==> src/verilog/usfc_cfg.svh <==
// offsets, field positions, reset values and counts of the frame mode block
`ifndef USFC_CFG_SVH
`define USFC_CFG_SVH
`define USFC_OFF_CTRL 8'h00
`define USFC_OFF_MODE 8'h04
`define USFC_OFF_STAT 8'h14
`define USFC_OFF_LOCK 8'he4
`define USFC_MODE_RST 32'h0000_0000
`define USFC_F_MODE 0
`define USFC_F_BSRC 4
`define USFC_F_CLEN 6
`define USFC_F_SYNC 8
`define USFC_F_PAR 9
`define USFC_F_STOP 12
`define USFC_F_LOOP 14
`define USFC_F_BIT_ORDER_SEL 16
`define USFC_F_NINE 17
`define USFC_F_SERIAL_CLK_DRIVE 18
`define USFC_F_OVER 19
`define USFC_F_INAK 20
`define USFC_F_DNAK 21
`define USFC_F_VSYN 22
`define USFC_F_INV 23
`define USFC_F_MAXI 24
`define USFC_F_FILT 28
`define USFC_F_MAN 29
`define USFC_F_MSYN 30
`define USFC_F_ONEB 31
`define USFC_F_CPHA 8
`define USFC_F_CPOL 16
`define USFC_F_WRDB 20
`define USFC_F_CLRIT 13
`define USFC_DIV 8
`endif

==> src/verilog/usfc_pkg.sv <==
// types shared by the frame mode block
package usfc_pkg;
  typedef enum logic [3:0] {
    USFC_NORMAL = 4'h0,
    USFC_RS485 = 4'h1,
    USFC_HANDSHAKE = 4'h2,
    USFC_CARD_T0 = 4'h4,
    USFC_CARD_T1 = 4'h6,
    USFC_IRDA = 4'h8,
    USFC_SPI_MASTER = 4'he,
    USFC_SPI_SLAVE = 4'hf
  } usfc_proto_t;
  typedef enum logic [2:0] {
    USFC_PAR_EVEN = 3'h0,
    USFC_PAR_ODD = 3'h1,
    USFC_PAR_SPACE = 3'h2,
    USFC_PAR_MARK = 3'h3,
    USFC_PAR_NONE = 3'h4,
    USFC_PAR_MDROP = 3'h6
  } usfc_par_t;
endpackage

==> src/verilog/usfc_frame_mode.sv <==
// mode register, decode and line-side helpers of the serial port
//
// Chosen here: the address-and-strobe port and the placing of the registers.
`timescale 1ns/10ps
`include "usfc_cfg.svh"
// What this block does
// decode protocol selector, 0x3 reserved
// baud source clock, divide by eight, pin
// length selector gives five to eight bits
// nine bit option overrides length selector
// clocked framing bit selects synchronous operation
// parity type even odd space mark none multidrop
// stop bits one, one-and-half, two
// loop echo selector routes line paths
// bit order lsb or msb first
// drive clock pin unless external source
// sample rate sixteen or eight times
// inhibit option suppresses card non-acknowledge
// repeat limit counting of parity errors
// repeat limit holds zero to seven
// software zeroes limit when counting off
// data inversion on transmit and receive
// variable delimiter updates sync per character
// two of three receive line filter
// manchester enable and start polarity
// single bit or sync pattern delimiter
// mode writes ignored while locked
// spi layout uses alternate fields
// spi phase sets change and capture edges
// spi clock idle level from polarity
// spi start waits for receive read
module usfc_frame_mode import usfc_pkg::*; #(
  parameter int DATA_W = 9
) (
  input wire logic clk_i,
  input wire logic rst_i,
  input wire logic [7:0] addr_i,
  input wire logic [31:0] wdata_i,
  input wire logic wr_i,
  input wire logic rd_i,
  output logic [31:0] rdata_o,
  input wire logic rxd_i,
  output logic txd_o,
  input wire logic sck_i,
  output logic sck_o,
  output logic sck_oe_o,
  input wire logic tx_ser_i,
  output logic rx_line_o,
  input wire logic sample_tick_i,
  output logic baud_tick_o,
  input wire logic [8:0] tx_data_i,
  input wire logic tx_sync_i,
  input wire logic tx_char_wr_i,
  output logic [8:0] tx_shift_o,
  input wire logic [8:0] rx_shift_i,
  output logic [8:0] rx_data_o,
  input wire logic parity_err_i,
  input wire logic char_ok_i,
  output logic nak_o,
  output logic repeat_limit_hit_o,
  input wire logic tx_ready_i,
  input wire logic rx_ready_flag_i,
  input wire logic spi_active_i,
  output logic spi_start_o,
  output usfc_proto_t proto_o,
  output logic [3:0] char_bits_o,
  output logic sync_mode_o,
  output usfc_par_t check_bit_type_o,
  output logic [2:0] stop_halves_o,
  output logic [4:0] oversample_o,
  output logic line_code_en_o,
  output logic manchester_start_polarity_o,
  output logic single_bit_delimiter_o,
  output logic sync_cmd_o,
  output logic spi_phase_o,
  output logic spi_pol_o
);
  // the character path is nine bits wide, any other DATA_W refused at elaboration
  if (DATA_W != 9) begin : g_bad_width
    $error("usfc_frame_mode serves only DATA_W of 9");
  end

  logic [31:0] mode_cfg; // raw mode register
  logic write_lock_en; // write protection
  logic [2:0] repeat_cnt; // successive parity errors
  logic repeat_limit_hit; // sticky limit flag
  logic rxd_m, rxd_s; // receive pin synchroniser
  logic sck_m, sck_s, sck_d; // clock pin synchroniser
  logic [2:0] div_cnt; // divide by eight counter
  logic [2:0] filt_sh; // filter samples
  logic filt_out; // filtered line
  logic tx_pend; // spi character waiting
  logic sync_cmd; // current sync field
  logic spi_mode; // spi layout active
  logic card_mode; // smart card protocol
  logic [1:0] baud_source_sel;
  logic [1:0] char_length_sel;
  logic [1:0] stop_bit_count;
  logic [1:0] loop_echo_sel;
  logic bit_order_sel, nine_bit_char, serial_clk_drive, suppress_card_nak;
  logic limit_repeat_nak, data_polarity_flip, var_delim, rx_filter_en;
  logic wait_rx_read, clr_repeat_limit_hit;
  logic [2:0] max_repeat;
  logic rx_src; // receiver source before filter
  logic [3:0] nbits; // active character length
  logic [8:0] next_tx, next_rx;

  // field extraction
  // spi alternate layout
  assign spi_mode = (mode_cfg[3:0] == 4'he) || (mode_cfg[3:0] == 4'hf);
  assign card_mode = (mode_cfg[3:0] == 4'h4) || (mode_cfg[3:0] == 4'h6);
  assign baud_source_sel = mode_cfg[`USFC_F_BSRC +: 2];
  assign char_length_sel = mode_cfg[`USFC_F_CLEN +: 2];
  assign stop_bit_count = mode_cfg[`USFC_F_STOP +: 2];
  assign loop_echo_sel = mode_cfg[`USFC_F_LOOP +: 2];
  assign bit_order_sel = !spi_mode && mode_cfg[`USFC_F_BIT_ORDER_SEL];
  assign nine_bit_char = !spi_mode && mode_cfg[`USFC_F_NINE];
  assign serial_clk_drive = mode_cfg[`USFC_F_SERIAL_CLK_DRIVE];
  assign suppress_card_nak = mode_cfg[`USFC_F_INAK];
  assign limit_repeat_nak = mode_cfg[`USFC_F_DNAK];
  assign var_delim = mode_cfg[`USFC_F_VSYN];
  assign data_polarity_flip = !spi_mode && mode_cfg[`USFC_F_INV];
  // limit range zero to seven
  assign max_repeat = mode_cfg[`USFC_F_MAXI +: 3];
  assign rx_filter_en = !spi_mode && mode_cfg[`USFC_F_FILT];
  assign wait_rx_read = spi_mode && mode_cfg[`USFC_F_WRDB];
  assign clr_repeat_limit_hit = wr_i && (addr_i == `USFC_OFF_CTRL) && wdata_i[`USFC_F_CLRIT];

  // protocol decode, reserved codes fall back to normal
  // protocol selector decode
  always_comb begin
    unique case (mode_cfg[3:0])
      4'h1: proto_o = USFC_RS485;
      4'h2: proto_o = USFC_HANDSHAKE;
      4'h4: proto_o = USFC_CARD_T0;
      4'h6: proto_o = USFC_CARD_T1;
      4'h8: proto_o = USFC_IRDA;
      4'he: proto_o = USFC_SPI_MASTER;
      4'hf: proto_o = USFC_SPI_SLAVE;
      default: proto_o = USFC_NORMAL;
    endcase
  end

  // character length
  // length selector, R04: nine bit override
  always_comb begin
    if (spi_mode) begin
      nbits = 4'd8;
    end else if (nine_bit_char) begin
      nbits = 4'd9;
    end else begin
      nbits = 4'd5 + {2'b00, char_length_sel};
    end
  end
  assign char_bits_o = nbits;
  // synchronous select
  assign sync_mode_o = !spi_mode && mode_cfg[`USFC_F_SYNC];
  // parity type, reserved values read as none
  // parity type decode
  always_comb begin
    unique case (mode_cfg[`USFC_F_PAR +: 3])
      3'h0: check_bit_type_o = USFC_PAR_EVEN;
      3'h1: check_bit_type_o = USFC_PAR_ODD;
      3'h2: check_bit_type_o = USFC_PAR_SPACE;
      3'h3: check_bit_type_o = USFC_PAR_MARK;
      3'h6: check_bit_type_o = USFC_PAR_MDROP;
      default: check_bit_type_o = USFC_PAR_NONE;
    endcase
  end

  // stop length in half bits
  // one-and-half only asynchronous
  always_comb begin
    if (stop_bit_count == 2'd2) begin
      stop_halves_o = 3'd4;
    end else if (stop_bit_count == 2'd1 && !sync_mode_o) begin
      stop_halves_o = 3'd3;
    end else begin
      stop_halves_o = 3'd2;
    end
  end

  // oversampling ratio
  assign oversample_o = mode_cfg[`USFC_F_OVER] ? 5'd8 : 5'd16;
  // manchester enable and polarity
  assign line_code_en_o = !spi_mode && mode_cfg[`USFC_F_MAN];
  assign manchester_start_polarity_o = mode_cfg[`USFC_F_MSYN];
  // delimiter selector
  assign single_bit_delimiter_o = mode_cfg[`USFC_F_ONEB];
  assign sync_cmd_o = sync_cmd;
  // spi phase and polarity fields, R23: phase to character engine
  assign spi_phase_o = spi_mode && mode_cfg[`USFC_F_CPHA];
  assign spi_pol_o = spi_mode && mode_cfg[`USFC_F_CPOL];

  // register writes
  // write lock blocks mode writes
  always_ff @(posedge clk_i) begin
    if (rst_i) begin
      mode_cfg <= `USFC_MODE_RST;
    end else if (wr_i && addr_i == `USFC_OFF_MODE && !write_lock_en) begin
      mode_cfg <= wdata_i;
    end
  end

  // lock bit itself always writable
  always_ff @(posedge clk_i) begin
    if (rst_i) begin
      write_lock_en <= 1'b0;
    end else if (wr_i && addr_i == `USFC_OFF_LOCK) begin
      write_lock_en <= wdata_i[0];
    end
  end

  // read data one cycle after the strobe, zero otherwise
  always_ff @(posedge clk_i) begin
    if (rst_i) begin
      rdata_o <= 32'h0000_0000;
    end else if (rd_i) begin
      unique case (addr_i)
        `USFC_OFF_MODE: rdata_o <= mode_cfg;
        `USFC_OFF_LOCK: rdata_o <= {31'h0000_0000, write_lock_en};
        `USFC_OFF_STAT: rdata_o <= {25'h000_0000, repeat_cnt, 2'b00, rx_ready_flag_i, repeat_limit_hit};
        default: rdata_o <= 32'h0000_0000;
      endcase
    end else begin
      rdata_o <= 32'h0000_0000;
    end
  end

  // pin synchronisers
  always_ff @(posedge clk_i) begin
    if (rst_i) begin
      rxd_m <= 1'b1;
      rxd_s <= 1'b1;
      sck_m <= 1'b0;
      sck_s <= 1'b0;
      sck_d <= 1'b0;
    end else begin
      rxd_m <= rxd_i;
      rxd_s <= rxd_m;
      sck_m <= sck_i;
      sck_s <= sck_m;
      sck_d <= sck_s;
    end
  end

  // divide by eight prescaler
  always_ff @(posedge clk_i) begin
    if (rst_i) begin
      div_cnt <= 3'd0;
    end else begin
      div_cnt <= div_cnt + 3'd1;
    end
  end

  // baud source selection, reserved source gives no ticks
  // baud source select
  always_comb begin
    unique case (baud_source_sel)
      2'd0: baud_tick_o = 1'b1;
      2'd1: baud_tick_o = (div_cnt == 3'(`USFC_DIV - 1));
      2'd3: baud_tick_o = sck_s && !sck_d;
      default: baud_tick_o = 1'b0;
    endcase
  end

  // clock pin drive
  // drive only from internal source
  assign sck_oe_o = serial_clk_drive && (baud_source_sel != 2'd3);
  // output clock toggles on ticks, parks at idle level in spi
  // spi idle level
  always_ff @(posedge clk_i) begin
    if (rst_i) begin
      sck_o <= 1'b0;
    end else if (spi_mode && !spi_active_i) begin
      sck_o <= spi_pol_o;
    end else if (baud_tick_o) begin
      sck_o <= !sck_o;
    end
  end

  // receiver source routing
  // loop echo selector
  always_comb begin
    unique case (loop_echo_sel)
      2'd2: rx_src = tx_ser_i;
      2'd3: rx_src = 1'b1;
      default: rx_src = rxd_s;
    endcase
  end

  // transmit pin routing, registered
  always_ff @(posedge clk_i) begin
    if (rst_i) begin
      txd_o <= 1'b1;
    end else if (loop_echo_sel == 2'd1 || loop_echo_sel == 2'd3) begin
      txd_o <= rxd_s;
    end else if (loop_echo_sel == 2'd2) begin
      txd_o <= 1'b1;
    end else begin
      txd_o <= tx_ser_i;
    end
  end

  // three sample majority filter
  // two of three filter
  always_ff @(posedge clk_i) begin
    if (rst_i) begin
      filt_sh <= 3'b111;
      filt_out <= 1'b1;
    end else if (sample_tick_i) begin
      filt_sh <= {filt_sh[1:0], rx_src};
      filt_out <= (filt_sh[0] & filt_sh[1]) | (filt_sh[0] & rx_src) | (filt_sh[1] & rx_src);
    end
  end
  assign rx_line_o = rx_filter_en ? filt_out : rx_src;

  // bit order and polarity of the data field
  // bit order, R16: inversion
  always_comb begin
    next_tx = 9'h000;
    next_rx = 9'h000;
    for (int i = 0; i < 9; i++) begin
      if (i < int'(nbits)) begin
        next_tx[i] = bit_order_sel ? tx_data_i[int'(nbits) - 1 - i] : tx_data_i[i];
        next_rx[i] = bit_order_sel ? rx_shift_i[int'(nbits) - 1 - i] : rx_shift_i[i];
        next_tx[i] = next_tx[i] ^ data_polarity_flip;
        next_rx[i] = next_rx[i] ^ data_polarity_flip;
      end
    end
  end

  // registered data views
  always_ff @(posedge clk_i) begin
    if (rst_i) begin
      tx_shift_o <= 9'h000;
      rx_data_o <= 9'h000;
    end else begin
      tx_shift_o <= next_tx;
      rx_data_o <= next_rx;
    end
  end

  // sync field source
  // variable delimiter update
  always_ff @(posedge clk_i) begin
    if (rst_i) begin
      sync_cmd <= 1'b0;
    end else if (!var_delim) begin
      sync_cmd <= manchester_start_polarity_o;
    end else if (tx_char_wr_i) begin
      sync_cmd <= tx_sync_i;
    end
  end

  // card non-acknowledge and repeat counting
  // inhibit, R13: repeat limit
  always_ff @(posedge clk_i) begin
    if (rst_i) begin
      nak_o <= 1'b0;
      repeat_cnt <= 3'd0;
    end else begin
      nak_o <= 1'b0;
      if (clr_repeat_limit_hit || char_ok_i) begin
        repeat_cnt <= 3'd0;
      end
      if (card_mode && parity_err_i && !suppress_card_nak) begin
        if (!limit_repeat_nak) begin
          nak_o <= 1'b1;
        end else if (repeat_cnt < max_repeat) begin
          nak_o <= 1'b1;
          repeat_cnt <= repeat_cnt + 3'd1;
        end
      end
    end
  end

  // sticky limit flag, set beats clear
  // limit reached flag
  always_ff @(posedge clk_i) begin
    if (rst_i) begin
      repeat_limit_hit <= 1'b0;
    end else if (card_mode && parity_err_i && !suppress_card_nak && limit_repeat_nak && repeat_cnt >= max_repeat) begin
      repeat_limit_hit <= 1'b1;
    end else if (clr_repeat_limit_hit) begin
      repeat_limit_hit <= 1'b0;
    end
  end
  assign repeat_limit_hit_o = repeat_limit_hit;

  // pending spi character
  always_ff @(posedge clk_i) begin
    if (rst_i) begin
      tx_pend <= 1'b0;
    end else if (tx_char_wr_i) begin
      tx_pend <= 1'b1;
    end else if (spi_start_o) begin
      tx_pend <= 1'b0;
    end
  end

  // wait for receive read
  assign spi_start_o = spi_mode && tx_pend && tx_ready_i && (!wait_rx_read || !rx_ready_flag_i);
endmodule

==> config.mk <==
export PLATFORM = sky130hd
export DESIGN_NAME = usfc_frame_mode
export DESIGN_NICKNAME = d
export VERILOG_FILES = /design/src/verilog/usfc_pkg.sv /design/src/verilog/usfc_frame_mode.sv
export VERILOG_INCLUDE_DIRS = /design/src /design/src/verilog
export SDC_FILE = /design/constraint.sdc
export NUM_CORES = 1
export LEC_CHECK = 0
export BUFFER_PORTS_ARGS = -buffer_cell sky130_fd_sc_hd__buf_2
export CAP_MARGIN = 25
export CORE_MARGIN = 2
export CORE_UTILIZATION = 50
export CTS_CLUSTER_DIAMETER = 50
export DETAILED_ROUTE_END_ITERATION = 12
export PLACE_DENSITY = 0.83
export RECOVER_POWER = 50
export SYNTH_ARGS = -nofsm -noshare
export SYNTH_HDL_FRONTEND = slang
export SYNTH_SLANG_ARGS = --single-unit
==> constraint.sdc <==
create_clock -name clk_i -period 5.88 [get_ports clk_i]
set_input_delay 1.47 -clock clk_i [delete_from_list [all_inputs] [get_ports clk_i]]
set_output_delay 1.47 -clock clk_i [all_outputs]
set_load 0.05 [all_outputs]
[After elaboration in Yosys (flattened, before gate mapping)]
Cells that the tools add are included.
Word-level totals
  bits in registers: 103
  input port bits: 73
  output and inout port bits: 84
  logic and storage cells: 281
Operators by class
  equality and inequality tests: 24
  add/sub/neg operators: 12
  muxes and demuxes: 99
  bitwise logic cells: 34
  magnitude comparators: 20
  reduce and logical (&&, ||, !) cells: 56
Operators by type and width (number)
  32-bit by 6-bit < comparator with 1-bit output, second input constant: 7
  32-bit case mux with 3 select lines: 1
  1-bit binary-select mux with 4-bit select: 18
  1-bit 2-to-1 mux: 68
  4-bit case mux with 7 select lines: 1
  1-bit logical AND: 25
  5-bit by 4-bit subtractor with 6-bit output, second input constant: 4
  2-bit OR reduction: 11
  1-bit XOR: 18
  3-bit by 4-bit < comparator with 1-bit output, first input constant: 4
  3-bit 2-to-1 mux: 5
  3-bit case mux with 5 select lines: 1
  4-bit equality test, second input constant: 3
  5-bit by 3-bit subtractor with 6-bit output, second input constant: 2
  1-bit NOT: 11
  1-bit zero test: 9
  2-bit equality test, second input constant: 4
  4-bit by 3-bit equality test with 1-bit output, second input constant: 2
  8-bit by 3-bit equality test with 1-bit output, second input constant: 1
  8-bit by 5-bit equality test with 1-bit output, second input constant: 1
  8-bit equality test, second input constant: 1
  8-bit zero test: 1
  1-bit by 4-bit < comparator with 1-bit output, first input constant: 2
  2-bit by 4-bit < comparator with 1-bit output, first input constant: 2
  other kinds (27): 43

[Longest topological paths before layout]
Gate-level depths: netlist of the first run.
  word-level depth: 13
  depth in mapped cells: 14
  mapped depth without buffers: 11

[Least setup slack after synthesis of the first run]
Ideal clock, no wire load.
  path type: input -> output
  start: in rx_ready_flag_i
  end: out spi_start_o
  path buffers: 0
  data arrival time: 2.727 ns
  slack: 1.683 ns
  required time: 4.410 ns
  stages on the path: 1
  path through: a211oi_1
On the way
  cells in the longest elaborated chain, start to end: 3
Ends and longest elaborated chain
  from (decl): RTL line usfc_frame_mode.sv:62  | input wire logic rx_ready_flag_i,
  1-bit zero test: RTL line usfc_frame_mode.sv:403  | assign spi_start_o = spi_mode && tx_pend && tx_ready_i && (!wait_rx_read || !rx_ready_flag_i);
  1-bit logical OR: RTL line usfc_frame_mode.sv:403
  1-bit logical AND: RTL line usfc_frame_mode.sv:403
  to (decl): RTL line usfc_frame_mode.sv:64  | output logic spi_start_o,
Every way passes these cells.

[Worst setup path after layout of the first run]
  start: in rst_i
  end: reg rdata_o[16]
On the way
  cells in the longest elaborated chain, start to end: 1
Ends and longest elaborated chain
  from (decl): RTL line usfc_frame_mode.sv:36  | input wire logic rst_i,
  2-bit OR reduction (no source line)
  to (signal assigned): RTL line usfc_frame_mode.sv:220  | `USFC_OFF_MODE: rdata_o <= mode_cfg;
  to (signal assigned): RTL line usfc_frame_mode.sv:221  | `USFC_OFF_LOCK: rdata_o <= {31'h0000_0000, write_lock_en};
  to (signal assigned): RTL line usfc_frame_mode.sv:222  | `USFC_OFF_STAT: rdata_o <= {25'h000_0000, repeat_cnt, 2'b00, rx_ready_flag_i, repeat_limit_hit};
  to (decl): RTL line usfc_frame_mode.sv:41  | output logic [31:0] rdata_o,
Every way passes these cells.
A chain may end at the register's enable or synchronous reset.

==> results of run 1 <==
-- sequential cells by signal, summed over array words and instances (netlist names), 2 cells and up --
name,count
filt_sh,2
div_cnt,3
repeat_cnt,3
rx_data_o,9
tx_shift_o,9
mode_cfg,32
rdata_o,32
-- layout by cell type (no fill, tap or decap), types with 11 or more instances in the layout --
cell / n
a21oi_1: 58
mux2i_1: 33
nor2b_1: 16
ha_1: 11
clkbuf_1: 68
mux4_2: 12
nor2_1: 40
and2_1: 32
o21ai_0: 26
dfxtp_1: 103
nand3_1: 36
nor3_1: 20
nand2_1: 101
buf_2: 87
-- power breakdown --
part           leakage (nW)  internal [mW]  switching (mW)  total, mW
logic                  1.65         0.0467          0.0801      0.127
clock network         0.145          0.316           0.277      0.593
registers             0.835          0.706         0.00335      0.710
-- per-layer routing --
layer,track usage,vias to the layer above,wire (microns)
li1,-,2658,-
met1,0.319,2603,6520
met2,0.410,321,7430
met3,0.0958,61,1790
met4,0.114,0,618
met5,0,-,0
-- metrics by stage --
stage | cells | hold slack [ns]
after CTS | 949 | 0.421
after detailed placement | 933 | 0.396
after floorplan | 683 | 0.389
after global placement | 932 | 0.395
final | 950 | 0.431
after global routing | 949 | 0.452
-- path summary, 6_finish.rpt --
| path | end | cells after the start | from |
|---|---|---|---|
| worst max-delay path | rdata_o[16] | 7 | rst_i |
| worst min-delay path | rxd_s | 1 | rxd_m |
| worst max register to register | tx_shift_o[5] | 11 | mode_cfg[6] |
| worst min register to register | rxd_s | 1 | rxd_m |
-- area by class of cell --
type,count,area share
multi-input combinational,515,0.507
sequential,103,0.306
timing repair buffer,157,0.107
clock buffer,12,0.0381
tap,143,0.0266
inverter,15,0.00986
clock inverter,4,0.00502
antenna,1,0.000372
-- cell families (layout without fill, tap and decap cells) --
family	count (synthesis)	count (layout)	synth area share
AND/OR/NAND/NOR	297	297	0.268
AO/OA/AOI/OAI	145	145	0.167
flip-flops	103	103	0.356
buffers and inverters	65	188	0.0564
multiplexers	50	50	0.114
adder cells (fa/ha/maj)	11	11	0.0238
XOR/XNOR	9	9	0.0136
other	1	4	0.000648
==> impl_metrics.py, run 1 <==
metrics = {
    "cts": {
        "htree_levels": 3,
        "cts_buffers": 9,
        "clock_sinks": 103,
        "cts_buffer_depth": 2,
        "clockRootBuffer": "clkbuf_16",
        "cts_tree": "built",
        "ctsResizeCount": 0,
        "clk_latency_ns": 0.36,
        "holdBufCountCts": 0,
        "path_clk_slew_ns": 0.07,
        "post-cts-setup-buffers": 0,
    },
    "outcome": {
        "status": "finished with violations",
        "violations": "capacitance limit, slew limit",
    },
    "detailed_routing": {
        "first_iter_violations": 476,
        "wl_per_cell_microns": 17.2,
        "postRouteAntennaNets": 0,
        "drt_wl_total_mm": 16.4,
        "via_per_inst": 5.94,
        "route.detailed.drc": 0,
        "dr.pass1.iters": 6,
        "dr_total_vias": 5643,
    },
    "floorplan": {
        "core_area_sq_mm": 0.0114,
        "io-pin-count": 157,
        "dieHeight_microns": 112,
        "rows": 39,
        "initial_utilization": 0.509,
        "dieArea_sq_mm": 0.0124,
        "die_w_microns": 112,
    },
    "sta": {
        "setup_tns_ns": 0,
        "slew_headroom": -0.460,
        "worst_pin_slew_ns": 2.19,
        "max_freq_mhz": 217,
        "finalHoldViolCount": 0,
        "setup_ws_ns": 1.26,
        "maxSlewViolCount": 50,
        "fin_skew_ns": 0.0104,
        "setup-violations-final": 0,
        "grt_setup_unrepaired": "no",
        "period_share": 0.785,
        "period_needed_ns": 4.62,
    },
    "grt": {
        "grt_first_pass_wirelength_mm": 26.0,
        "grt_max_degree": 50,
        "overflow": 0,
        "antenna_found_initial": 1,
        "grt_pass1_vias": 5140,
        "grt_usage": 0.259,
    },
    "synth": {
        "synthFlopType": "dfxtp_1",
        "syn-cell-area_sq_mm": 0.00579,
        "synth-seq-cells": 103,
        "synthMostInstantiatedCell": "dfxtp_1",
        "ys_warn_count": 0,
        "synth_common_cells": "103 x dfxtp_1, 101 x nand2_1, 58 x a21oi_1, 40 x nor2_1, 36 x nand3_1",
        "syn-instance-count": 681,
        "ys_types": 78,
        "seq_area_frac_synth": 0.356,
        "synth_top_area_cell": "dfxtp_1",
        "yosysTopAreaCellShare": 0.356,
        "synth_area_leaders": "dfxtp_1 36%, nand2_1 6.6%, mux2i_1 5.7%",
        "synth_edf_count": 0,
        "async_reset_ff_frac": 0,
        "postSynthAreaPerCell_sq_um": 8.50,
    },
    "place": {
        "place_hpwl_mm": 11.6,
        "preCtsSetupSlack_ns": 1.84,
        "place.gp.congestion": 0.946,
        "place_area_sq_mm": 0.00652,
        "port_buffers": 153,
    },
    "setup_path": {
        "worstPathCellList": "clkbuf_1 -> clkbuf_1 -> nor2b_1 -> nand4_1 -> nor2_1 -> buf_4 -> and2_1",
        "startpoint_type": "input port",
        "path_class": "input port to register",
        "endpoint_kind": "register",
        "cp_slowest_stage_delay_ns": 1.62,
        "critical_path.most_common_cell": "clkbuf_1",
        "cpMaxStageDelayCell": "clkbuf_1",
        "required_ns": 6.13,
        "critical_path_arrival_ns": 4.87,
        "path_buf_inv": 3,
        "critPathTopFamily": "buffers and inverters",
        "regToRegSetupSlack_ns": 1.67,
        "path_max_fanout": 49,
    },
    "finish": {
        "utilization": 0.592,
        "final_area_sq_mm": 0.00673,
        "seq_area_sq_mm": 0.00206,
        "num-nets-final": 885,
        "multi_input_area_sq_mm": 0.00341,
        "syn_to_final_growth_pct": 16.3,
        "fill_cells": 1048,
        "drive_gt1_frac": 0.187,
    },
    "power": {
        "peakVddDrop_mv": 0.217,
        "total_power_mw": 1.43,
        "powerDensity_mw_per_mm2": 212,
        "leakage_nw": 2.63,
    },
    "run": {
        "cap_violations": 1,
    },
    "hold_path": {
        "hold_class": "register to register",
    },
}
Power figures use the tool's default switching activity.
==> run 2, diff against run 1 <==
--- a/config.mk
+++ b/config.mk
@@ -9,7 +9,7 @@
 export BUFFER_PORTS_ARGS = -buffer_cell sky130_fd_sc_hd__buf_2
 export CAP_MARGIN = 25
 export CORE_MARGIN = 2
-export CORE_UTILIZATION = 50
+export CORE_UTILIZATION = 48
 export CTS_CLUSTER_DIAMETER = 50
 export DETAILED_ROUTE_END_ITERATION = 12
 export PLACE_DENSITY = 0.83
==> constraint.sdc (replaced) <==
create_clock -name clk_i -period 4.1 [get_ports clk_i]
set_input_delay 1.025 -clock clk_i [delete_from_list [all_inputs] [get_ports clk_i]]
set_output_delay 1.025 -clock clk_i [all_outputs]
set_load 0.05 [all_outputs]
==> run 2 against run 1 <==
The flow still finishes with violations (capacitance limit, slew limit). Flip-flop and latch count stayed put. Critical path depth is 4 higher. Clock-buffer cell count fell by 3. Cell count up 0.95%. Sequential share of layout area fell by 0.28 points. Via count about the same. Clock power increased by 42%. Total power up 43%. Non-clock buffer count increased by 6. Global-route usage is 0.17 points higher. Largest cell class unchanged.
==> impl_metrics.py, run 2 (synthesis results as in run 1) <==
metrics = {
    "grt": {
        "grt_first_pass_wirelength_mm": 26.6,
        "grt_max_degree": 49,
        "grt_pass1_vias": 5293,
        "overflow": 0,
        "antenna_found_initial": 0,
        "grt_usage": 0.261,
    },
    "power": {
        "powerDensity_mw_per_mm2": 301,
        "leakage_nw": 2.67,
        "peakVddDrop_mv": 0.261,
    },
    "detailed_routing": {
        "wl_per_cell_microns": 17.3,
        "route.detailed.drc": 0,
        "dr.pass1.iters": 8,
        "postRouteAntennaNets": 0,
        "via_per_inst": 5.88,
        "drt_wl_total_mm": 16.6,
        "dr_total_vias": 5639,
        "first_iter_violations": 436,
    },
    "floorplan": {
        "core_area_sq_mm": 0.0119,
        "dieHeight_microns": 114,
        "die_w_microns": 114,
        "dieArea_sq_mm": 0.0129,
        "io-pin-count": 157,
        "initial_utilization": 0.486,
        "rows": 40,
    },
    "outcome": {
        "violations": "capacitance limit, slew limit",
        "status": "finished with violations",
    },
    "setup_path": {
        "startpoint_type": "register",
        "critical_path_arrival_ns": 3.87,
        "path_class": "register to register",
        "path_max_fanout": 13,
        "required_ns": 4.33,
        "endpoint_kind": "register",
    },
    "cts": {
        "cts_tree": "built",
        "cts_buffer_depth": 2,
        "htree_levels": 3,
        "post-cts-setup-buffers": 0,
        "clock_sinks": 103,
        "holdBufCountCts": 0,
        "path_clk_slew_ns": 0.07,
        "cts_buffers": 9,
        "ctsResizeCount": 0,
        "clockRootBuffer": "clkbuf_16",
        "clk_latency_ns": 0.35,
    },
    "sta": {
        "period_share": 0.888,
        "grt_setup_unrepaired": "no",
        "fin_skew_ns": 0.00767,
        "max_freq_mhz": 275,
        "slew_headroom": -0.441,
        "maxSlewViolCount": 49,
        "period_needed_ns": 3.64,
        "worst_pin_slew_ns": 2.16,
        "setup_tns_ns": 0,
        "setup-violations-final": 0,
        "finalHoldViolCount": 0,
    },
    "finish": {
        "final_common_cell": "dfxtp_1",
        "num-nets-final": 891,
        "diodes": 0,
        "final_area_sq_mm": 0.00679,
        "most-common-layout-cells": "103 x dfxtp_1, 101 x nand2_1, 92 x buf_2, 65 x clkbuf_1, 58 x a21oi_1",
        "drive_gt1_frac": 0.197,
        "syn_to_final_growth_pct": 17.4,
        "fill_cells": 1104,
        "reg_top3": "mode_cfg (32), rdata_o (32)",
    },
    "run": {
        "cap_violations": 1,
    },
    "hold_path": {
        "hold_class": "register to register",
    },
    "place": {
        "place.gp.congestion": 0.932,
        "place_area_sq_mm": 0.00658,
        "port_buffers": 153,
        "place_hpwl_mm": 12.0,
    },
}
[run 2: cell count changes in the layout (fill, tap and decap cells not counted)]
| cell | delta |
|---|---|
| buf_2 | +5 |
| buf_16 | +1 |
| diode_2 | -1 |
| buf_4 | +3 |
| inv_8 | -1 |
| clkbuf_1 | -3 |
| buf_8 | -1 |
| clkinv_8 | +2 |
| clkbuf_8 | -2 |
| inv_6 | +2 |
[run 2: where the power goes]
group / switching [mW] / leakage (nW) / internal [mW]
clock network: 0.411 / 0.147 / 0.430
registers: 0.00516 / 0.835 / 1.01
logic: 0.115 / 1.69 / 0.0670
[run 2: metal layers]
layer,vias up,part of all wire,GRT usage
li1,2675,-,-
met1,2622,0.40,0.333
met2,284,0.47,0.417
met3,58,0.093,0.0739
met4,0,0.037,0.109
met5,-,0,0
[run 2: metrics by stage]
step	instances	setup WS (ns)	util	hold WS (ns)	total power, mW
5_1_grt	959	0.203	0.570	0.422	2.12
4_1_cts	959	0.526	0.578	0.417	2.05
3_3_place_gp	942	0.660	0.550	0.401	1.22
6_report	959	0.460	0.570	0.416	2.04
2_1_floorplan	683	0.564	-	0.389	1.15
3_5_place_dp	943	0.564	0.553	0.409	1.22
[run 2: final cells by class]
cell class,instances,area [sq um],area share
multi-input combinational,515,3410,0.502
sequential,103,2060,0.304
timing repair buffer,163,769,0.113
clock buffer,9,225,0.0332
tap,147,184,0.0271
clock inverter,7,72.6,0.0107
inverter,15,66.3,0.00977
[run 2: worst paths after layout]
path,startpoint,to,slack [ns],cells after the start
setup / recovery,mode_cfg[2],rx_data_o[6],0.46,11
setup reg to reg,mode_cfg[2],rx_data_o[6],0.46,11
hold / removal,rxd_m,rxd_s,0.42,1
hold reg to reg,rxd_m,rxd_s,0.42,1
[run 2: worst max-delay path: stages, from the launching register on]
cell and delay (ns):
dfxtp_1 0.57, and3_4 0.39, nor3b_4 0.07, inv_2 0.17
ha_1 0.44, clkinv_1 0.33, a31oi_2 0.44, mux2i_1 0.41
a22oi_2 0.12, a311o_1 0.35, a21oi_1 0.16, nor3b_2 0.06
==> run 3, diff against run 2 <==
--- a/config.mk
+++ b/config.mk
@@ -9,11 +9,13 @@
 export BUFFER_PORTS_ARGS = -buffer_cell sky130_fd_sc_hd__buf_2
 export CAP_MARGIN = 25
 export CORE_MARGIN = 2
-export CORE_UTILIZATION = 48
+export CORE_UTILIZATION = 49
+export CTS_BUF_LIST = sky130_fd_sc_hd__clkbuf_8
 export CTS_CLUSTER_DIAMETER = 50
 export DETAILED_ROUTE_END_ITERATION = 12
-export PLACE_DENSITY = 0.83
+export PLACE_DENSITY = 0.84
 export RECOVER_POWER = 50
+export SETUP_SLACK_MARGIN = 0.4
 export SYNTH_ARGS = -nofsm -noshare
 export SYNTH_HDL_FRONTEND = slang
 export SYNTH_SLANG_ARGS = --single-unit
==> run 3 against run 2 <==
Core utilization up 1.7 points. Register-to-register slack better by 0.18 ns. Setup slack improved by 0.18 ns. Clock skew increased by 0.0026 ns. Fmax is 5.4% higher. Clock-buffer cell count stayed put. Critical endpoint is now rx_data_o[5]. The run still ends with capacitance limit, slew limit left. Final area fell by 0.92%. Sequential power about the same.
==> impl_metrics.py, run 3 (synthesis results as in run 1) <==
metrics = {
    "power": {
        "leakage_nw": 2.65,
        "peakVddDrop_mv": 0.200,
        "powerDensity_mw_per_mm2": 285,
    },
    "sta": {
        "setup_tns_ns": 0,
        "finalHoldViolCount": 0,
        "grt_setup_unrepaired": "no",
        "fin_skew_ns": 0.0103,
        "period_needed_ns": 3.46,
        "maxSlewViolCount": 49,
        "setup_ws_ns": 0.645,
        "slew_headroom": -0.439,
        "max_freq_mhz": 289,
        "period_share": 0.843,
        "worst_pin_slew_ns": 2.16,
        "setup-violations-final": 0,
    },
    "detailed_routing": {
        "dr_total_vias": 5628,
        "wl_per_cell_microns": 17.1,
        "via_per_inst": 5.89,
        "postRouteAntennaNets": 0,
        "dr.pass1.iters": 5,
        "drt_wl_total_mm": 16.3,
        "route.detailed.drc": 0,
        "first_iter_violations": 617,
    },
    "setup_path": {
        "path_max_fanout": 17,
        "required_ns": 4.38,
        "r2r-end": "rx_data_o[5]",
        "startpoint_type": "register",
        "worstPathCellList": "nand2b_4 -> nand2_8 -> ha_2 -> inv_1 -> nor3_1 -> a32o_1 -> a21o_1 -> mux2i_1 -> mux2i_1 -> nand3_1",
        "cp-endpoint": "rx_data_o[5]",
        "path_class": "register to register",
        "endpoint_kind": "register",
        "reg2reg_from": "mode_cfg[17]",
        "critPathTopFamily": "simple AND/OR/NAND/NOR gates",
        "critical_path_arrival_ns": 3.74,
        "critical_path.most_common_cell": "mux2i_1",
        "rr_worst_depth": 10,
        "startpoint": "mode_cfg[17]",
        "path_buf_inv": 1,
        "cp_slowest_stage_delay_ns": 0.63,
        "critical_path_depth": 10,
        "cpMaxStageDelayCell": "dfxtp_1",
        "regToRegSetupSlack_ns": 0.64,
    },
    "hold_path": {
        "hold_class": "register to register",
    },
    "grt": {
        "grt_max_degree": 49,
        "grt_first_pass_wirelength_mm": 25.9,
        "antenna_found_initial": 0,
        "overflow": 0,
        "grt_usage": 0.253,
        "grt_pass1_vias": 5121,
    },
    "cts": {
        "cts_buffers": 9,
        "htree_levels": 3,
        "cts_buffer_depth": 2,
        "path_clk_slew_ns": 0.11,
        "clk_latency_ns": 0.39,
        "clock_sinks": 103,
        "holdBufCountCts": 0,
        "cts_tree": "built",
        "clockRootBuffer": "clkbuf_8",
    },
    "finish": {
        "drive_gt1_frac": 0.200,
        "diodes": 0,
        "syn_to_final_growth_pct": 16.3,
        "num-nets-final": 892,
        "reg_top3": "mode_cfg (32), rdata_o (32)",
        "most-common-layout-cells": "103 x dfxtp_1, 101 x nand2_1, 91 x buf_2, 64 x clkbuf_1, 58 x a21oi_1",
        "final_common_cell": "dfxtp_1",
    },
    "floorplan": {
        "io-pin-count": 157,
        "die_w_microns": 113,
        "core_area_sq_mm": 0.0115,
        "dieArea_sq_mm": 0.0127,
        "dieHeight_microns": 113,
        "initial_utilization": 0.505,
        "rows": 39,
    },
    "place": {
        "place_hpwl_mm": 11.6,
        "place.gp.congestion": 0.960,
        "port_buffers": 153,
        "preCtsSetupSlack_ns": 0.616,
    },
    "run": {
        "cap_violations": 1,
    },
    "outcome": {
        "violations": "capacitance limit, slew limit",
        "status": "finished with violations",
    },
}
## run 3: cell types whose count changed in the layout (fill, tap and decap cells not counted), sizes merged
cell and delta:
bufinv +1, clkbuf -1, inv -1, buf +2
## run 3: metrics by stage
| step | instance area (sq um) | utilization | hold slack (ns) | power, mW | cells |
|---|---|---|---|---|---|
| after floorplan | 5790 | - | 0.389 | 1.15 | 683 |
| after global placement | 6560 | 0.572 | 0.392 | 1.22 | 939 |
| after detailed placement | 6590 | 0.574 | 0.396 | 1.22 | 940 |
| after CTS | 6810 | 0.594 | 0.422 | 1.92 | 956 |
| after global routing | 6730 | 0.587 | 0.459 | 1.99 | 956 |
| final | 6730 | 0.587 | 0.422 | 1.92 | 956 |
## run 3: layer usage
metal,global-route usage,vias to the layer above,share of wire
li1,-,2672,-
met5,0,-,0
met2,0.388,309,0.46
met3,0.0670,47,0.098
met4,0.119,0,0.034
met1,0.333,2600,0.41
## run 3: where the power goes
part | switching (mW) | internal (mW)
combinational | 0.114 | 0.0670
clock | 0.414 | 0.302
sequential | 0.00503 | 1.01
total | 0.533 | 1.38
## run 3: timing repair
| item | 4_1_cts | 5_1_grt |
|---|---|---|
| endpoints found under the setup margin | 0 | 2 |
| resized for setup | 0 | 1 |
| buffers inserted | 0 | 0 |
## run 3: worst min path at each step
stage                from  endpoint  slack, ns  cells after the start
floorplan           rxd_m     rxd_s       0.39                      1
global placement    rxd_m     rxd_s       0.39                      1
detailed placement  rxd_m     rxd_s       0.40                      1
CTS                 rxd_m     rxd_s       0.42                      1
global route        sck_m     sck_s       0.46                      1
finish              rxd_m     rxd_s       0.42                      1
## run 3: cell type report
type	instances	area, sq um
Clock inverter	7	100
Sequential cell	103	2060
Clock buffer	9	124
Tap cell	143	179
Fill cell	1035	4740
Multi-Input combinational cell	515	3410
Inverter	15	66.3
Timing Repair Buffer	164	783
## run 3: worst register-to-register path, cell delays in order, from the launching register on
cell	delay [ns]
dfxtp_1	0.63
nand2b_4	0.34
nand2_8	0.16
ha_2	0.60
inv_1	0.10
nor3_1	0.42
a32o_1	0.25
a21o_1	0.28
mux2i_1	0.27
mux2i_1	0.23
nand3_1	0.09
